[src/core/acs_params.svh]
`ifndef ACS_PARAMS_SVH
`define ACS_PARAMS_SVH

// clock modes
`define ACS_MODE_PIN 2'b00
`define ACS_MODE_TRACK 2'b01
`define ACS_MODE_WRITE 2'b10
// power-up defaults
`define ACS_CKMODE_RST 2'b10
`define ACS_AVG_RST 5'h00
`define ACS_CH_RST 4'h0
`define ACS_SCAN_RST 2'b00
// scan modes of the conversion byte
`define ACS_SCAN_UP 2'b00
`define ACS_SCAN_TOP 2'b01
`define ACS_SCAN_REP 2'b10
`define ACS_TOP_CH 4'hf
// control byte fields
`define ACS_AVG_EN_BIT 4
`define ACS_RST_KEEP_BIT 3
// result fifo
`define ACS_FIFO_FULL 5'h10

`endif

[src/core/acs_pkg.sv]
package acs_pkg;
    typedef enum logic [1:0] {
        ACS_IDLE = 2'b00,
        ACS_TRACK = 2'b01,
        ACS_CONV = 2'b10,
        ACS_HOLD = 2'b11
    } acs_state_t;
endpackage

[src/core/acs_sequencer.sv]
// Contract
// - byte 001xxxxx writes averaging configuration
// - averaging off: one conversion per result
// - count code selects 4, 8, 16, 32 conversions
// - repeat code gives 4..16 results, mode 10
// - byte 0001xxxx is reset, bits 2..0 ignored
// - bit3 low resets all, high flushes fifo
// - mode 00: start pulse runs whole scan
// - temperature result enters fifo first
// - end-of-conversion released by select or start
// - mode 01: fall tracks, rise converts
// - temperature timing internal, short start pulse
// - mode 01 averaging: one pulse per conversion
// - mode 01 temperature on first rising edge
// - power-up clock mode is 10
// - mode 10: conversion write runs whole scan
// - mode 10: only select releases end-of-conversion
// - modes 0x use pin, 10 uses write, 11 starts nothing
// - result shifted msb first, four zeros
`timescale 1ns/10ps
`include "acs_params.svh"
module acs_sequencer (
    input wire logic mclk, // 100 MHz system clock
    input wire logic reset, // synchronous, active high
    input wire logic cs_n, // chip select pin
    input wire logic sclk, // serial clock pin
    input wire logic din, // serial data pin
    input wire logic convert_start_n, // convert-start pin
    input wire logic adc_done, // converter result pulse
    input wire logic [11:0] adc_data, // converter result
    output logic dout, // serial data out
    output logic eoc_n, // end of conversion
    output logic adc_power, // converter powered
    output logic adc_start, // start one conversion
    output logic adc_temp, // conversion is temperature
    output logic [3:0] adc_channel // channel to convert
);

    function automatic logic [5:0] avg_num(input logic [4:0] cfg);
        return cfg[`ACS_AVG_EN_BIT] ? (6'h04 << cfg[3:2]) : 6'h01;
    endfunction
    function automatic logic [2:0] avg_sh(input logic [4:0] cfg);
        return cfg[`ACS_AVG_EN_BIT] ? 3'h2 + {1'b0, cfg[3:2]} : 3'h0;
    endfunction
    function automatic logic [4:0] rep_num(input logic [1:0] c);
        return {1'b0, c, 2'b00} + 5'h04;
    endfunction

    // pins: cs_n, sclk, din, convert_start_n in bits 3..0
    logic [3:0] pin_s1_q, pin_s2_q, pin_s3_q;
    logic [6:0] rx_sh_q, rx_sh_d;
    logic [2:0] rx_cnt_q, rx_cnt_d;
    logic [15:0] tx_sh_q, tx_sh_d;
    logic [3:0] tx_cnt_q, tx_cnt_d;
    logic dout_q, dout_d;
    logic [1:0] ck_mode_q, ck_mode_d;
    logic [4:0] avg_cfg_q, avg_cfg_d;
    logic [3:0] conv_ch_q, conv_ch_d;
    logic [1:0] scan_q, scan_d;
    logic temp_req_q, temp_req_d;
    acs_pkg::acs_state_t st_q, st_d;
    logic [3:0] cur_ch_q, cur_ch_d;
    logic temp_pend_q, temp_pend_d;
    logic [4:0] reps_left_q, reps_left_d;
    logic [5:0] avg_left_q, avg_left_d;
    logic [16:0] acc_q, acc_d;
    logic eoc_n_q, eoc_n_d;
    logic power_q, power_d;
    logic start_q, start_d;
    logic tconv_q, tconv_d;
    logic [3:0] chan_q, chan_d;
    logic [3:0] rd_ptr_q, rd_ptr_d, wr_ptr_q, wr_ptr_d;
    logic [4:0] cnt_q, cnt_d;
    logic [11:0] fifo_mem [0:15];
    logic cs_fall, sck_rise, sck_fall, cv_fall, cv_rise;
    logic byte_ok, conv_wr, flush, kill, go, last, eoc_set, push, push_ok, pop;
    logic [7:0] rx_byte;
    logic [16:0] sum;
    logic [11:0] push_dat;

    // edge finding reads only the second and third stages
    assign cs_fall = !pin_s2_q[3] && pin_s3_q[3];
    assign sck_rise = pin_s2_q[2] && !pin_s3_q[2] && !pin_s2_q[3];
    assign sck_fall = !pin_s2_q[2] && pin_s3_q[2] && !pin_s2_q[3];
    assign cv_fall = !pin_s2_q[0] && pin_s3_q[0];
    assign cv_rise = pin_s2_q[0] && !pin_s3_q[0];
    assign rx_byte = {rx_sh_q, pin_s2_q[1]};

    // serial port, decode and fifo pop request
    always_comb begin
        rx_sh_d = rx_sh_q;
        rx_cnt_d = rx_cnt_q;
        tx_sh_d = tx_sh_q;
        tx_cnt_d = tx_cnt_q;
        ck_mode_d = ck_mode_q;
        avg_cfg_d = avg_cfg_q;
        conv_ch_d = conv_ch_q;
        scan_d = scan_q;
        temp_req_d = temp_req_q;
        byte_ok = 1'b0;
        conv_wr = 1'b0;
        flush = 1'b0;
        kill = 1'b0;
        pop = 1'b0;
        // a byte counts only when all eight bits arrived inside one select
        if (cs_fall) begin
            rx_cnt_d = 3'h0;
        end else if (sck_rise) begin
            rx_sh_d = rx_byte[6:0];
            rx_cnt_d = rx_cnt_q + 3'h1;
            byte_ok = (rx_cnt_q == 3'h7);
        end
        if (byte_ok) begin
            if (rx_byte[7]) begin
                conv_ch_d = rx_byte[6:3];
                scan_d = rx_byte[2:1];
                temp_req_d = rx_byte[0];
                conv_wr = 1'b1;
            end else if (rx_byte[6]) begin
                ck_mode_d = rx_byte[5:4];
            end else if (rx_byte[5]) begin
                avg_cfg_d = rx_byte[4:0];
            end else if (rx_byte[4]) begin
                flush = 1'b1;
                if (!rx_byte[`ACS_RST_KEEP_BIT]) begin
                    ck_mode_d = `ACS_CKMODE_RST;
                    avg_cfg_d = `ACS_AVG_RST;
                    conv_ch_d = `ACS_CH_RST;
                    scan_d = `ACS_SCAN_RST;
                    temp_req_d = 1'b0;
                    kill = 1'b1;
                end
            end
        end
        // result words leave msb first, bit 15 already showing at select
        if (cs_fall) begin
            tx_sh_d = (cnt_q != 5'h00) ? {4'h0, fifo_mem[rd_ptr_q]} : 16'h0000;
            tx_cnt_d = 4'h0;
        end else if (sck_fall) begin
            tx_cnt_d = tx_cnt_q + 4'h1;
            if (tx_cnt_q == 4'hf) begin
                pop = (cnt_q != 5'h00);
                tx_sh_d = (cnt_q > 5'h01) ? {4'h0, fifo_mem[rd_ptr_q + 4'h1]} : 16'h0000;
            end else begin
                tx_sh_d = {tx_sh_q[14:0], 1'b0};
            end
        end
        dout_d = tx_sh_d[15];
    end

    // conversion sequencer
    always_comb begin
        st_d = st_q;
        cur_ch_d = cur_ch_q;
        temp_pend_d = temp_pend_q;
        reps_left_d = reps_left_q;
        avg_left_d = avg_left_q;
        acc_d = acc_q;
        power_d = power_q;
        start_d = 1'b0;
        tconv_d = tconv_q;
        chan_d = chan_q;
        go = 1'b0;
        last = 1'b0;
        eoc_set = 1'b0;
        push = 1'b0;
        push_dat = adc_data;
        sum = acc_q + {5'h00, adc_data};
        case (st_q)
            acs_pkg::ACS_IDLE: begin
                // 00 starts on the rising start edge, 10 on a conversion write
                if ((ck_mode_q == `ACS_MODE_PIN && cv_rise) ||
                    (ck_mode_q == `ACS_MODE_WRITE && conv_wr)) begin
                    go = 1'b1;
                    st_d = acs_pkg::ACS_CONV;
                end else if (ck_mode_q == `ACS_MODE_TRACK && cv_fall) begin
                    st_d = acs_pkg::ACS_TRACK;
                end
                if (st_d != acs_pkg::ACS_IDLE) begin
                    // next values: the write that starts a mode 10 scan lands in this same cycle
                    cur_ch_d = (scan_d == `ACS_SCAN_UP) ? 4'h0 : conv_ch_d;
                    temp_pend_d = temp_req_d;
                    reps_left_d = rep_num(avg_cfg_q[1:0]);
                    avg_left_d = avg_num(avg_cfg_q);
                    acc_d = 17'h00000;
                    power_d = 1'b1;
                end
            end
            acs_pkg::ACS_HOLD: begin
                // scan context kept between pulses; a new write or mode drops it
                if (conv_wr || ck_mode_q != `ACS_MODE_TRACK) begin
                    st_d = acs_pkg::ACS_IDLE;
                end else if (cv_fall) begin
                    st_d = acs_pkg::ACS_TRACK;
                    power_d = 1'b1;
                end
            end
            acs_pkg::ACS_TRACK: begin
                // temperature is timed by the converter, so a short low is enough
                if (cv_rise) begin
                    go = 1'b1;
                    st_d = acs_pkg::ACS_CONV;
                end
            end
            acs_pkg::ACS_CONV: begin
                if (adc_done) begin
                    if (tconv_q) begin
                        push = 1'b1;
                        temp_pend_d = 1'b0;
                    end else if (avg_left_q == 6'h01) begin
                        push = 1'b1;
                        push_dat = 12'(sum >> avg_sh(avg_cfg_q));
                        acc_d = 17'h00000;
                        avg_left_d = avg_num(avg_cfg_q);
                        case (scan_q)
                            `ACS_SCAN_UP: last = (cur_ch_q == conv_ch_q);
                            `ACS_SCAN_TOP: last = (cur_ch_q == `ACS_TOP_CH);
                            `ACS_SCAN_REP: last = (reps_left_q == 5'h01);
                            default: last = 1'b1;
                        endcase
                        reps_left_d = reps_left_q - 5'h01;
                        if (scan_q != `ACS_SCAN_REP) begin
                            cur_ch_d = cur_ch_q + 4'h1;
                        end
                    end else begin
                        acc_d = sum;
                        avg_left_d = avg_left_q - 6'h01;
                    end
                    // mode 01 sleeps after every conversion, others only at scan end
                    if (ck_mode_q == `ACS_MODE_TRACK || last) begin
                        power_d = 1'b0;
                        eoc_set = 1'b1;
                        st_d = last ? acs_pkg::ACS_IDLE : acs_pkg::ACS_HOLD;
                    end else begin
                        go = 1'b1;
                    end
                end
            end
            default: st_d = acs_pkg::ACS_IDLE;
        endcase
        if (go) begin
            start_d = 1'b1;
            chan_d = cur_ch_d;
            tconv_d = temp_pend_d;
        end
        if (kill) begin
            st_d = acs_pkg::ACS_IDLE;
            power_d = 1'b0;
            start_d = 1'b0;
        end
        // a scan ending in the same cycle as a release keeps the line low
        if (eoc_set) begin
            eoc_n_d = 1'b0;
        end else if (cs_fall || (!ck_mode_q[1] && cv_fall)) begin
            eoc_n_d = 1'b1;
        end else begin
            eoc_n_d = eoc_n_q;
        end
        // a full fifo drops the new result rather than the oldest
        push_ok = push && !(cnt_q == `ACS_FIFO_FULL && !pop);
        rd_ptr_d = rd_ptr_q + {3'h0, pop};
        wr_ptr_d = wr_ptr_q + {3'h0, push_ok};
        cnt_d = cnt_q + {4'h0, push_ok} - {4'h0, pop};
        if (flush) begin
            rd_ptr_d = 4'h0;
            wr_ptr_d = 4'h0;
            cnt_d = 5'h00;
        end
    end

    // registers
    always_ff @(posedge mclk) begin
        pin_s1_q <= {cs_n, sclk, din, convert_start_n};
        pin_s2_q <= pin_s1_q;
        pin_s3_q <= pin_s2_q;
        if (reset) begin
            rx_sh_q <= 7'h00;
            rx_cnt_q <= 3'h0;
            tx_sh_q <= 16'h0000;
            tx_cnt_q <= 4'h0;
            dout_q <= 1'b0;
            ck_mode_q <= `ACS_CKMODE_RST;
            avg_cfg_q <= `ACS_AVG_RST;
            conv_ch_q <= `ACS_CH_RST;
            scan_q <= `ACS_SCAN_RST;
            temp_req_q <= 1'b0;
            st_q <= acs_pkg::ACS_IDLE;
            cur_ch_q <= 4'h0;
            temp_pend_q <= 1'b0;
            reps_left_q <= 5'h00;
            avg_left_q <= 6'h01;
            acc_q <= 17'h00000;
            eoc_n_q <= 1'b1;
            power_q <= 1'b0;
            start_q <= 1'b0;
            tconv_q <= 1'b0;
            chan_q <= 4'h0;
            rd_ptr_q <= 4'h0;
            wr_ptr_q <= 4'h0;
            cnt_q <= 5'h00;
        end else begin
            rx_sh_q <= rx_sh_d;
            rx_cnt_q <= rx_cnt_d;
            tx_sh_q <= tx_sh_d;
            tx_cnt_q <= tx_cnt_d;
            dout_q <= dout_d;
            ck_mode_q <= ck_mode_d;
            avg_cfg_q <= avg_cfg_d;
            conv_ch_q <= conv_ch_d;
            scan_q <= scan_d;
            temp_req_q <= temp_req_d;
            st_q <= st_d;
            cur_ch_q <= cur_ch_d;
            temp_pend_q <= temp_pend_d;
            reps_left_q <= reps_left_d;
            avg_left_q <= avg_left_d;
            acc_q <= acc_d;
            eoc_n_q <= eoc_n_d;
            power_q <= power_d;
            start_q <= start_d;
            tconv_q <= tconv_d;
            chan_q <= chan_d;
            rd_ptr_q <= rd_ptr_d;
            wr_ptr_q <= wr_ptr_d;
            cnt_q <= cnt_d;
        end
    end

    // result storage
    always_ff @(posedge mclk) begin
        if (push_ok) begin
            fifo_mem[wr_ptr_q] <= push_dat;
        end
    end

    assign dout = dout_q;
    assign eoc_n = eoc_n_q;
    assign adc_power = power_q;
    assign adc_start = start_q;
    assign adc_temp = tconv_q;
    assign adc_channel = chan_q;
endmodule // acs_sequencer

[config.mk]
export PLATFORM = sky130hd
export DESIGN_NAME = acs_sequencer
export DESIGN_NICKNAME = d
export VERILOG_FILES = /design/src/core/acs_pkg.sv /design/src/core/acs_sequencer.sv
export VERILOG_INCLUDE_DIRS = /design/src /design/src/core
export SDC_FILE = /design/constraint.sdc
export NUM_CORES = 1
export LEC_CHECK = 0
export BUFFER_PORTS_ARGS = -buffer_cell sky130_fd_sc_hd__buf_4
export CAP_MARGIN = 25
export CORE_MARGIN = 5
export CORE_UTILIZATION = 50
export CTS_CLUSTER_SIZE = 24
export DETAILED_ROUTE_END_ITERATION = 10
export PLACE_DENSITY_LB_ADDON = 0.08
export REMOVE_ABC_BUFFERS = 1
export SLEW_MARGIN = 40
export SYNTH_ARGS = -nofsm -noshare
export SYNTH_HDL_FRONTEND = slang
export SYNTH_SLANG_ARGS = --single-unit
export TNS_END_PERCENT = 5
[constraint.sdc]
create_clock -name mclk -period 11.85 [get_ports mclk]
set_input_delay 1.185 -clock mclk [delete_from_list [all_inputs] [get_ports mclk]]
set_output_delay 1.185 -clock mclk [all_outputs]
set_load 0.01 [all_outputs]
==> results of run 1 <==
Yosys cell counts, drive strengths merged (4+ instances only):
cell type	n	area (µm²)
nor2	130	493
inv	30	113
or3	8	50.1
nor3	27	140
nor3b	7	52.6
mux2i	10	100
and3	4	25.0
dfxtp	111	2220
a21o	5	37.5
a32oi	11	96.3
a211oi	19	143
a21oi	96	488
xnor2	17	149
clkbuf	47	176
or2	4	25.0
mux4	110	2480
mux2	10	113
nand4	5	31.3
and2	12	75.1
buf	28	136
o211ai	14	105
o21bai	4	30.0
a22oi	20	150
nand3	46	230
nor2b	13	81.3
nand2	118	445
ha	35	438
nand2b	14	87.6
o21ai	47	235
nand3b	4	30.0
xor2	11	96.3
edfxtp	192	5770
a31oi	5	37.5
cell usage in the layout (no fill, tap or decap), types with 16 or more instances in the layout:
| master | instances |
|---|---|
| edfxtp_1 | 192 |
| xnor2_1 | 16 |
| nor3_1 | 23 |
| inv_1 | 29 |
| a211oi_1 | 18 |
| buf_4 | 56 |
| nand3_1 | 45 |
| nand2_1 | 116 |
| a22oi_1 | 20 |
| ha_1 | 34 |
| mux4_2 | 110 |
| dfxtp_1 | 109 |
| a21oi_1 | 92 |
| nor2_1 | 128 |
| clkbuf_16 | 35 |
| o21ai_0 | 43 |
power by group through the flow:
stage | sequential (W) | combinational (W) | clock, W
floorplan | 0.00115 | 0.0000331 | 0
finish | 0.00113 | 0.0000603 | 0.000994
CTS | 0.00113 | 0.0000600 | 0.00101
global route | 0.00113 | 0.0000661 | 0.00106
global placement | 0.00115 | 0.0000583 | 0
detailed placement | 0.00115 | 0.0000599 | 0
metrics by stage:
stage	hold WS [ns]	instance area, µm²	worst slack [ns]	power [W]
after floorplan	0.310	15100	5.96	0.00118
after global placement	0.309	16100	6.88	0.00121
after detailed placement	0.315	16200	6.88	0.00121
after CTS	0.328	17300	7.40	0.00220
after global routing	0.330	17300	7.42	0.00226
final	0.327	17300	7.64	0.00218
logic make-up (layout without fill, tap and decap cells):
logic type	Yosys count	after routing	share of synthesized area, %
buffers and inverters	105	156	2.77
AOI/OAI and AO/OA	254	254	10.6
and+or+nand+nor	407	407	12.5
DFF	303	303	51.9
xor gates and xnor gates	28	28	1.59
adders and majority gates	37	37	3.11
muxes	130	130	17.5
metal layers:
layer,track usage (%),vias up
li1,-,4906
met3,2.55,53
met5,0,-
met1,32.5,5360
met2,38.8,320
met4,4.67,0
path summary, 6_finish.rpt:
kind,from,end,slack (ns)
setup / recovery,adc_data[0],fifo_mem[14][8]$_DFFE_PP_,7.64
hold / removal,pin_s1_q[3]$_DFF_P_,pin_s2_q[3]$_DFF_P_,0.33
setup reg to reg,acc_q[0]$_SDFFE_PP0P_,fifo_mem[14][8]$_DFFE_PP_,8.14
hold reg to reg,pin_s1_q[3]$_DFF_P_,pin_s2_q[3]$_DFF_P_,0.33
final cells by class:
cell class / instances / area [µm²] / share of cell area [%]
flip-flops and latches: 303 / 8000 / 46.3
multi-input cells: 856 / 7110 / 41.2
clock buffers: 43 / 916 / 5.30
repair buffers: 65 / 513 / 2.97
well taps: 396 / 495 / 2.87
clock inverters: 18 / 129 / 0.746
inverters: 30 / 113 / 0.652
registers in the layout, summed over array words and instances, names as in the netlist, 3 cells and up:
register	count
rx_sh_q	7
rx_cnt_q	3
cnt_q	5
adc_channel	4
avg_cfg_q	5
acc_q	17
pin_s1_q	4
conv_ch_q	4
wr_ptr_q	4
tx_cnt_q	4
pin_s3_q	3
pin_s2_q	4
tx_sh_q	16
cur_ch_q	4
reps_left_q	5
avg_left_q	6
fifo_mem	192
rd_ptr_q	4
worst max-delay path, stage by stage:
cell	delay, ns
buf_4	0.11
ha_1	0.23
fa_1	0.43
a211oi_1	0.41
nor3_1	0.17
o211ai_1	0.55
nand2_1	0.19
xnor2_1	0.18
mux4_2	0.47
o21ai_2	0.48
==> flow_metrics.env, run 1 <==
export IMPL_outcome="finished clean"
export IMPL_cts_resized=0
export IMPL_power_switching_w=0.000449
export IMPL_route_detailed_drc=0
export IMPL_p_seq_share_pct=51.7
export IMPL_area_growth_pct=12.3
export IMPL_switching_share_pct=20.6
export IMPL_crit_type="input port to flop"
export IMPL_drt_vias_per_instance=6.22
export IMPL_setup_worst_path_start_class="input port"
export IMPL_stdcell_count=1711
export IMPL_drtPass1Iterations=5
export IMPL_rsz0062_at_grt="no"
export IMPL_clock_fmax_ghz=0.237
export IMPL_clk_pin_slew_ns=0.06
export IMPL_min_period_over_period_pct=35.6
export IMPL_dieHeight_um=185
export IMPL_whs_path_depth=0
export IMPL_highest_layer="met4"
export IMPL_clk_latency_ns=0.50
export IMPL_combPwrFrac_pct=2.8
export IMPL_cts_tree="yes"
export IMPL_synth_area_per_cell_um2=12.2
export IMPL_grt_start_max_net_pins=78
export IMPL_die_x_um=185
export IMPL_end_kind="flop"
export IMPL_io_buffer_count=27
export IMPL_leakage_nw=5.67
export IMPL_synthArstFlopShare_pct=0
export IMPL_diodes=0
export IMPL_power_density_nw_per_um2=126
export IMPL_wl_met2_mm=19.0
export IMPL_cts_root_buf="clkbuf_16"
export IMPL_cts_sinks=303
export IMPL_syn_instance_count=1264
export IMPL_worst_slew_pin_slew_ns=0.831
export IMPL_gp_congestion=0.919
export IMPL_final_antenna_net_count=0
export IMPL_wl_met3_mm=2.06
export IMPL_drive_gt1_share_pct=19.7
export IMPL_drv_slew=0
export IMPL_grt_usage_pct=23.0
export IMPL_power_internal_w=0.00174
export IMPL_post_route_min_period_ns=4.21
export IMPL_seq_area_frac_synth_pct=51.9
export IMPL_cts_buffers=35
export IMPL_start_util_pct=50.4
export IMPL_grt_first_pass_wirelength_mm=60.5
export IMPL_grt_pass1_vias=10200
export IMPL_irDropWorstVdd_mv=0.112
export IMPL_drv_cap=0
export IMPL_hold_viol=0
export IMPL_synth_edf_count=192
export IMPL_dp_cells=1650
export IMPL_htreeDepth=2
export IMPL_synth_distinct_cells=78
export IMPL_utilization_pct=56.6
export IMPL_synth_seq_cells=303
export IMPL_coreArea_um2=30500
export IMPL_final_nets=1347
export IMPL_pwr_share_clk_pct=45.5
export IMPL_via_count=10600
export IMPL_fin_setup_tns_ns=0
export IMPL_wl_per_cell_um=22.7
export IMPL_setup_violations_final=0
export IMPL_ys_warn_count=0
export IMPL_required_ns=12.07
export IMPL_wirelength_met1_mm=17.2
export IMPL_overflow=0
export IMPL_post_cts_setup_buffers=0
export IMPL_fillers=2539
export IMPL_ff2ff_path_depth=9
export IMPL_arrival_ns=4.43
export IMPL_path_max_fanout=16
export IMPL_drt_wl_total_mm=38.9
export IMPL_antenna_found_initial=0
export IMPL_drtIter0Drc=910
export IMPL_syn_cell_area_um2=15400
export IMPL_worst_hold_path_type="flop to flop"
export IMPL_cts_hold_buf=0
export IMPL_skew_ns=0.0110
export IMPL_rows=64
export IMPL_slew_headroom_pct=44.5
export IMPL_pin_count=28
export IMPL_dp_hpwl_mm=25.3
export IMPL_fp_dieArea_um2=34400
export IMPL_clk_path_buf_depth=3
export IMPL_synth_main_ff_cell="edfxtp_1"
(Power assumes the default switching activity.)
==> run 2, diff against run 1 <==
clock period = 4.4 ns   (was 11.85 ns; I/O delays follow)
==> run 2 against run 1 <==
Compared with the run above:
- die area did not move
- worst setup slack lost 6.7 ns
- critical endpoint is now fifo_mem[15][7]$_DFFE_PP_
- first-iteration DRC count down 9.6%
- clock power grew to 2.9 times the previous value
- flip-flop and latch count unchanged
- power rose to 2.8 times the previous value
- sequential share of layout area is 0.37 points lower
- worst hold slack worse by 0.29 ns
- clock skew up 0.0023 ns
==> flow_metrics.env, run 2 (synthesized netlist as in run 1, its figures left out) <==
export IMPL_drt_vias_per_instance=6.20
export IMPL_drtPass1Iterations=5
export IMPL_clock_fmax_ghz=0.285
export IMPL_fillers=2531
export IMPL_drt_wl_total_mm=39.2
export IMPL_die_x_um=185
export IMPL_grt_first_pass_wirelength_mm=60.6
export IMPL_critical_path_endpoint="fifo_mem[15][7]$_DFFE_PP_"
export IMPL_combPwrFrac_pct=2.7
export IMPL_arrival_ns=3.74
export IMPL_skew_ns=0.0133
export IMPL_path_max_fanout=10
export IMPL_antenna_found_initial=0
export IMPL_clk_pin_slew_ns=0.06
export IMPL_hold_viol=0
export IMPL_clk_latency_ns=0.51
export IMPL_grt_usage_pct=23.0
export IMPL_end_kind="flop"
export IMPL_leakage_nw=5.81
export IMPL_route_detailed_drc=0
export IMPL_via_count=10700
export IMPL_reg_top3="fifo_mem x192, acc_q x17, tx_sh_q x16"
export IMPL_post_route_min_period_ns=3.51
export IMPL_grt_pass1_vias=10300
export IMPL_fin_area_um2=17400
export IMPL_dp_hpwl_mm=25.3
export IMPL_required_ns=4.64
export IMPL_cts_resized=0
export IMPL_worst_slew_pin_slew_ns=0.781
export IMPL_pin_count=28
export IMPL_clk_path_buf_depth=3
export IMPL_fin_ws_ns=0.894
export IMPL_fp_dieArea_um2=34400
export IMPL_drv_cap=0
export IMPL_drv_slew=0
export IMPL_outcome="finished clean"
export IMPL_area_growth_pct=13.2
export IMPL_drive_gt1_share_pct=20.9
export IMPL_gp_congestion=0.911
export IMPL_final_nets=1361
export IMPL_top_register="fifo_mem"
export IMPL_coreArea_um2=30500
export IMPL_r2r_start="acc_q[0]$_SDFFE_PP0P_"
export IMPL_htreeDepth=2
export IMPL_rsz0062_at_grt="no"
export IMPL_min_period_over_period_pct=79.7
export IMPL_r2r_slack_ns=0.89
export IMPL_timing_rr_end="fifo_mem[15][7]$_DFFE_PP_"
export IMPL_overflow=0
export IMPL_switching_share_pct=20.3
export IMPL_largest_reg_flops=192
export IMPL_dp_slack_ns=0.646
export IMPL_grt_start_max_net_pins=88
export IMPL_power_density_nw_per_um2=350
export IMPL_start_util_pct=50.4
export IMPL_io_buffer_count=27
export IMPL_ff2ff_path_depth=10
export IMPL_dieHeight_um=185
export IMPL_cts_buffers=35
export IMPL_mostFrequentLayoutCell="edfxtp_1"
export IMPL_cts_sinks=303
export IMPL_fin_setup_tns_ns=0
export IMPL_layout_cells_most_common_list="192 x edfxtp_1, 128 x nor2_1, 116 x nand2_1, 110 x mux4_2, 109 x dfxtp_1"
export IMPL_whs_path_depth=1
export IMPL_pwr_share_clk_pct=47.3
export IMPL_post_cts_setup_buffers=0
export IMPL_cts_tree="yes"
export IMPL_power_switching_w=0.00124
export IMPL_final_antenna_net_count=0
export IMPL_cts_root_buf="clkbuf_16"
export IMPL_p_seq_share_pct=50.0
export IMPL_crit_type="flop to flop"
export IMPL_drtIter0Drc=823
export IMPL_slew_headroom_pct=47.8
export IMPL_rows=64
export IMPL_power_internal_w=0.00485
export IMPL_setup_worst_path_start_class="flop"
export IMPL_placedInstanceArea_um2=16300
export IMPL_startpoint="acc_q[0]$_SDFFE_PP0P_"
export IMPL_diodes=0
export IMPL_irDropWorstVdd_mv=0.260
export IMPL_cts_hold_buf=0
export IMPL_wl_per_cell_um=22.7
export IMPL_worst_hold_path_type="input port to flop"
export IMPL_setup_violations_final=0
[run 2: changes by cell type in the layout (fill, tap and decap cells not counted), moves of 2 or more]
cell | before | now
clkbuf_4 | 0 | 2
buf_6 | 6 | 2
clkinv_1 | 14 | 2
buf_12 | 0 | 3
nor3_4 | 4 | 0
buf_4 | 56 | 73
clkinv_2 | 0 | 3
clkbuf_1 | 7 | 10
xnor2_2 | 0 | 2
nor3_2 | 0 | 4
clkbuf_16 | 35 | 37
[run 2: final cells by class]
class	count	area [µm²]	area share, %
sequential	303	8000	45.9
multi-input combinational	856	7030	40.4
clock buffer	51	1010	5.78
timing repair buffer	79	636	3.65
tap	396	495	2.85
clock inverter	10	129	0.740
inverter	30	113	0.647
[run 2: worst max-delay path, stage by stage (launching register included)]
cell	delay (ns)
dfxtp_1	0.31
ha_1	0.22
fa_1	0.44
a211oi_1	0.41
nor3_1	0.17
o21ai_0	0.17
nor3b_1	0.60
nor2_1	0.09
o311ai_0	0.33
a22oi_1	0.25
buf_2	0.25
[run 2: per-layer routing]
metal / track usage (%) / up-vias / routed length, µm
li1: - / 4927 / -
met1: 32.6 / 5315 / 16900
met2: 38.0 / 369 / 18800
met3: 3.18 / 84 / 2480
met4: 5.84 / 0 / 1030
met5: 0 / - / 0
[run 2: per-stage QoR]
step	hold slack (ns)	power (W)	instances	util [%]
global route	0.0215	0.00628	1725	57.1
floorplan	0.310	0.00319	1189	-
detailed placement	0.316	0.00327	1664	53.3
CTS	0.0161	0.00615	1725	57.0
finish	0.0383	0.00609	1725	57.1
global placement	0.311	0.00327	1663	53.2
[run 2: worst min path at each step]
| stage | endpoint | slack, ns | from |
|---|---|---|---|
| global placement | pin_s2_q[2]$_DFF_P_ | 0.31 | pin_s1_q[2]$_DFF_P_ |
| finish | pin_s1_q[0]$_DFF_P_ | 0.04 | convert_start_n |
| global route | pin_s1_q[2]$_DFF_P_ | 0.02 | sclk |
| floorplan | pin_s2_q[0]$_DFF_P_ | 0.31 | pin_s1_q[0]$_DFF_P_ |
| CTS | pin_s1_q[0]$_DFF_P_ | 0.02 | convert_start_n |
| detailed placement | pin_s2_q[2]$_DFF_P_ | 0.32 | pin_s1_q[2]$_DFF_P_ |
[run 2: power groups by stage]
| stage | Sequential, W | Combinational [W] | Clock, W |
|---|---|---|---|
| 3_3_place_gp | 0.00310 | 0.000162 | 0 |
| 2_1_floorplan | 0.00310 | 0.0000892 | 0 |
| 3_5_place_dp | 0.00310 | 0.000165 | 0 |
| 6_report | 0.00304 | 0.000166 | 0.00288 |
| 5_1_grt | 0.00304 | 0.000183 | 0.00306 |
| 4_1_cts | 0.00304 | 0.000165 | 0.00294 |
==> run 3, diff against run 2 <==
clock period = 3.3 ns   (was 4.4 ns; I/O delays follow)
==> run 3 against run 2 <==
Compared with the run above:
- count of clock-buffer cells in the layout down 4
- sequential power up 34%
- routed wire length up 2.8%
- first-iteration DRC count up 24%
- sequential share of layout area down 0.46 points
- combinational power up 42%
- worst setup slack worse by 0.73 ns
- critical path type unchanged
- die area unchanged
- final cell count up 2.2%
- flip-flop and latch count unchanged
- clock skew up 0.013 ns
==> flow_metrics.env, run 3 (synthesized netlist as in run 1, its figures left out) <==
export IMPL_utilization_pct=57.6
export IMPL_clk_latency_ns=0.53
export IMPL_drtPass1Iterations=5
export IMPL_drv_slew=0
export IMPL_grt_usage_pct=23.7
export IMPL_leakage_nw=5.95
export IMPL_min_period_over_period_pct=95.1
export IMPL_cts_root_buf="clkbuf_16"
export IMPL_r2r_slack_ns=0.16
export IMPL_post_cts_setup_buffers=0
export IMPL_worst_hold_slack_ns=0.312
export IMPL_cts_tree="yes"
export IMPL_irDropWorstVdd_mv=0.327
export IMPL_area_growth_pct=14.3
export IMPL_post_route_min_period_ns=3.14
export IMPL_io_buffer_count=27
export IMPL_arrival_ns=3.58
export IMPL_grt_start_max_net_pins=50
export IMPL_hold_viol=0
export IMPL_clk_pin_slew_ns=0.06
export IMPL_worst_slew_pin_slew_ns=0.795
export IMPL_htreeDepth=2
export IMPL_top_register="fifo_mem"
export IMPL_drv_cap=0
export IMPL_fin_setup_tns_ns=0
export IMPL_grt_first_pass_wirelength_mm=62.6
export IMPL_die_x_um=185
export IMPL_final_antenna_net_count=0
export IMPL_cts_sinks=303
export IMPL_slew_headroom_pct=46.9
export IMPL_drive_gt1_share_pct=22.7
export IMPL_diodes=0
export IMPL_total_power_w=0.00782
export IMPL_reg_top3="fifo_mem x192, acc_q x17, tx_sh_q x16"
export IMPL_path_max_fanout=4
export IMPL_pin_count=28
export IMPL_overflow=0
export IMPL_cts_resized=0
export IMPL_r2r_start="pin_s2_q[3]$_DFF_P_"
export IMPL_antenna_found_initial=0
export IMPL_skew_ns=0.0261
export IMPL_layout_cells_most_common_list="192 x edfxtp_1, 128 x nor2_1, 116 x nand2_1, 111 x buf_4, 110 x mux4_2"
export IMPL_gp_congestion=0.890
export IMPL_setup_worst_path_start_class="flop"
export IMPL_via_count=11000
export IMPL_final_nets=1398
export IMPL_required_ns=3.74
export IMPL_drtIter0Drc=1018
export IMPL_route_detailed_drc=0
export IMPL_rsz0062_at_grt="no"
export IMPL_fp_dieArea_um2=34400
export IMPL_ff2ff_path_depth=11
export IMPL_outcome="finished clean"
export IMPL_drt_wl_total_mm=40.3
export IMPL_fin_area_um2=17600
export IMPL_cts_buffers=34
export IMPL_mostFrequentLayoutCell="edfxtp_1"
export IMPL_coreArea_um2=30500
export IMPL_power_density_nw_per_um2=445
export IMPL_timing_rr_end="cnt_q[4]$_SDFF_PP0_"
export IMPL_placedInstanceArea_um2=16500
export IMPL_crit_type="flop to flop"
export IMPL_clock_fmax_ghz=0.319
export IMPL_start_util_pct=50.4
export IMPL_dp_hpwl_mm=26.8
export IMPL_wl_per_cell_um=22.8
export IMPL_end_kind="flop"
export IMPL_startpoint="pin_s2_q[3]$_DFF_P_"
export IMPL_clk_path_buf_depth=3
export IMPL_largest_reg_flops=192
export IMPL_dieHeight_um=185
export IMPL_drt_vias_per_instance=6.21
export IMPL_setup_violations_final=0
export IMPL_critical_path_endpoint="cnt_q[4]$_SDFF_PP0_"
export IMPL_worst_hold_path_type="input port to flop"
export IMPL_grt_pass1_vias=10600
export IMPL_rows=64
[run 3: power by group]
part           internal, W  switching (W)
Sequential         0.00404      0.0000154
Combinational    0.0000876       0.000149
Clock              0.00201        0.00152
[run 3: layer usage]
metal | track usage, % | share of wire, % | up-vias
met5 | 0 | 0 | -
met4 | 6.08 | 2.2 | 0
met3 | 3.08 | 6.3 | 62
met2 | 38.9 | 48 | 356
met1 | 33.7 | 43 | 5523
li1 | - | - | 5013
[run 3: worst min path at each step]
| stage | start | end | slack, ns | depth (start not counted) |
|---|---|---|---|---|
| floorplan | pin_s1_q[0]$_DFF_P_ | pin_s2_q[0]$_DFF_P_ | 0.31 | 0 |
| global placement | pin_s1_q[0]$_DFF_P_ | pin_s2_q[0]$_DFF_P_ | 0.31 | 0 |
| detailed placement | pin_s1_q[0]$_DFF_P_ | pin_s2_q[0]$_DFF_P_ | 0.32 | 0 |
| CTS | adc_data[0] | acc_q[0]$_SDFFE_PP0P_ | 0.28 | 4 |
| global route | reset | avg_cfg_q[1]$_SDFFE_PP0P_ | 0.33 | 2 |
| finish | adc_done | st_q[1]$_SDFFE_PP0P_ | 0.31 | 4 |
[run 3: repair_timing]
| action | CTS | global route |
|---|---|---|
| setup endpoints to repair | 0 | 0 |
| hold endpoints to repair | 4 | 0 |
| hold buffers | 4 | 0 |
[run 3: stage by stage]
step,std cells,setup WS (ns)
final,1763,0.161
after global routing,1763,0.0203
after CTS,1763,0.137
after detailed placement,1698,0.0779
after global placement,1698,0.155
after floorplan,1189,-2.59
[run 3: layout make-up]
| class | instances | area (µm²) |
|---|---|---|
| inverters | 30 | 113 |
| well taps | 396 | 495 |
| clock inverters | 14 | 101 |
| repair buffers | 117 | 913 |
| clock buffers | 47 | 940 |
| fillers | 2482 | 12900 |
| multi-input cells | 856 | 7030 |
| flip-flops and latches | 303 | 8000 |
[run 3: worst max-delay path: stages, from the launching register on]
cell and delay, ns:
dfxtp_1 0.31, or3b_1 0.39, or3_1 0.40, a311o_1 0.38, ha_1 0.29, inv_1 0.04
ha_1 0.20, fa_1 0.43, a21oi_1 0.14, nor2_1 0.06, or3_1 0.30, a21oi_1 0.13
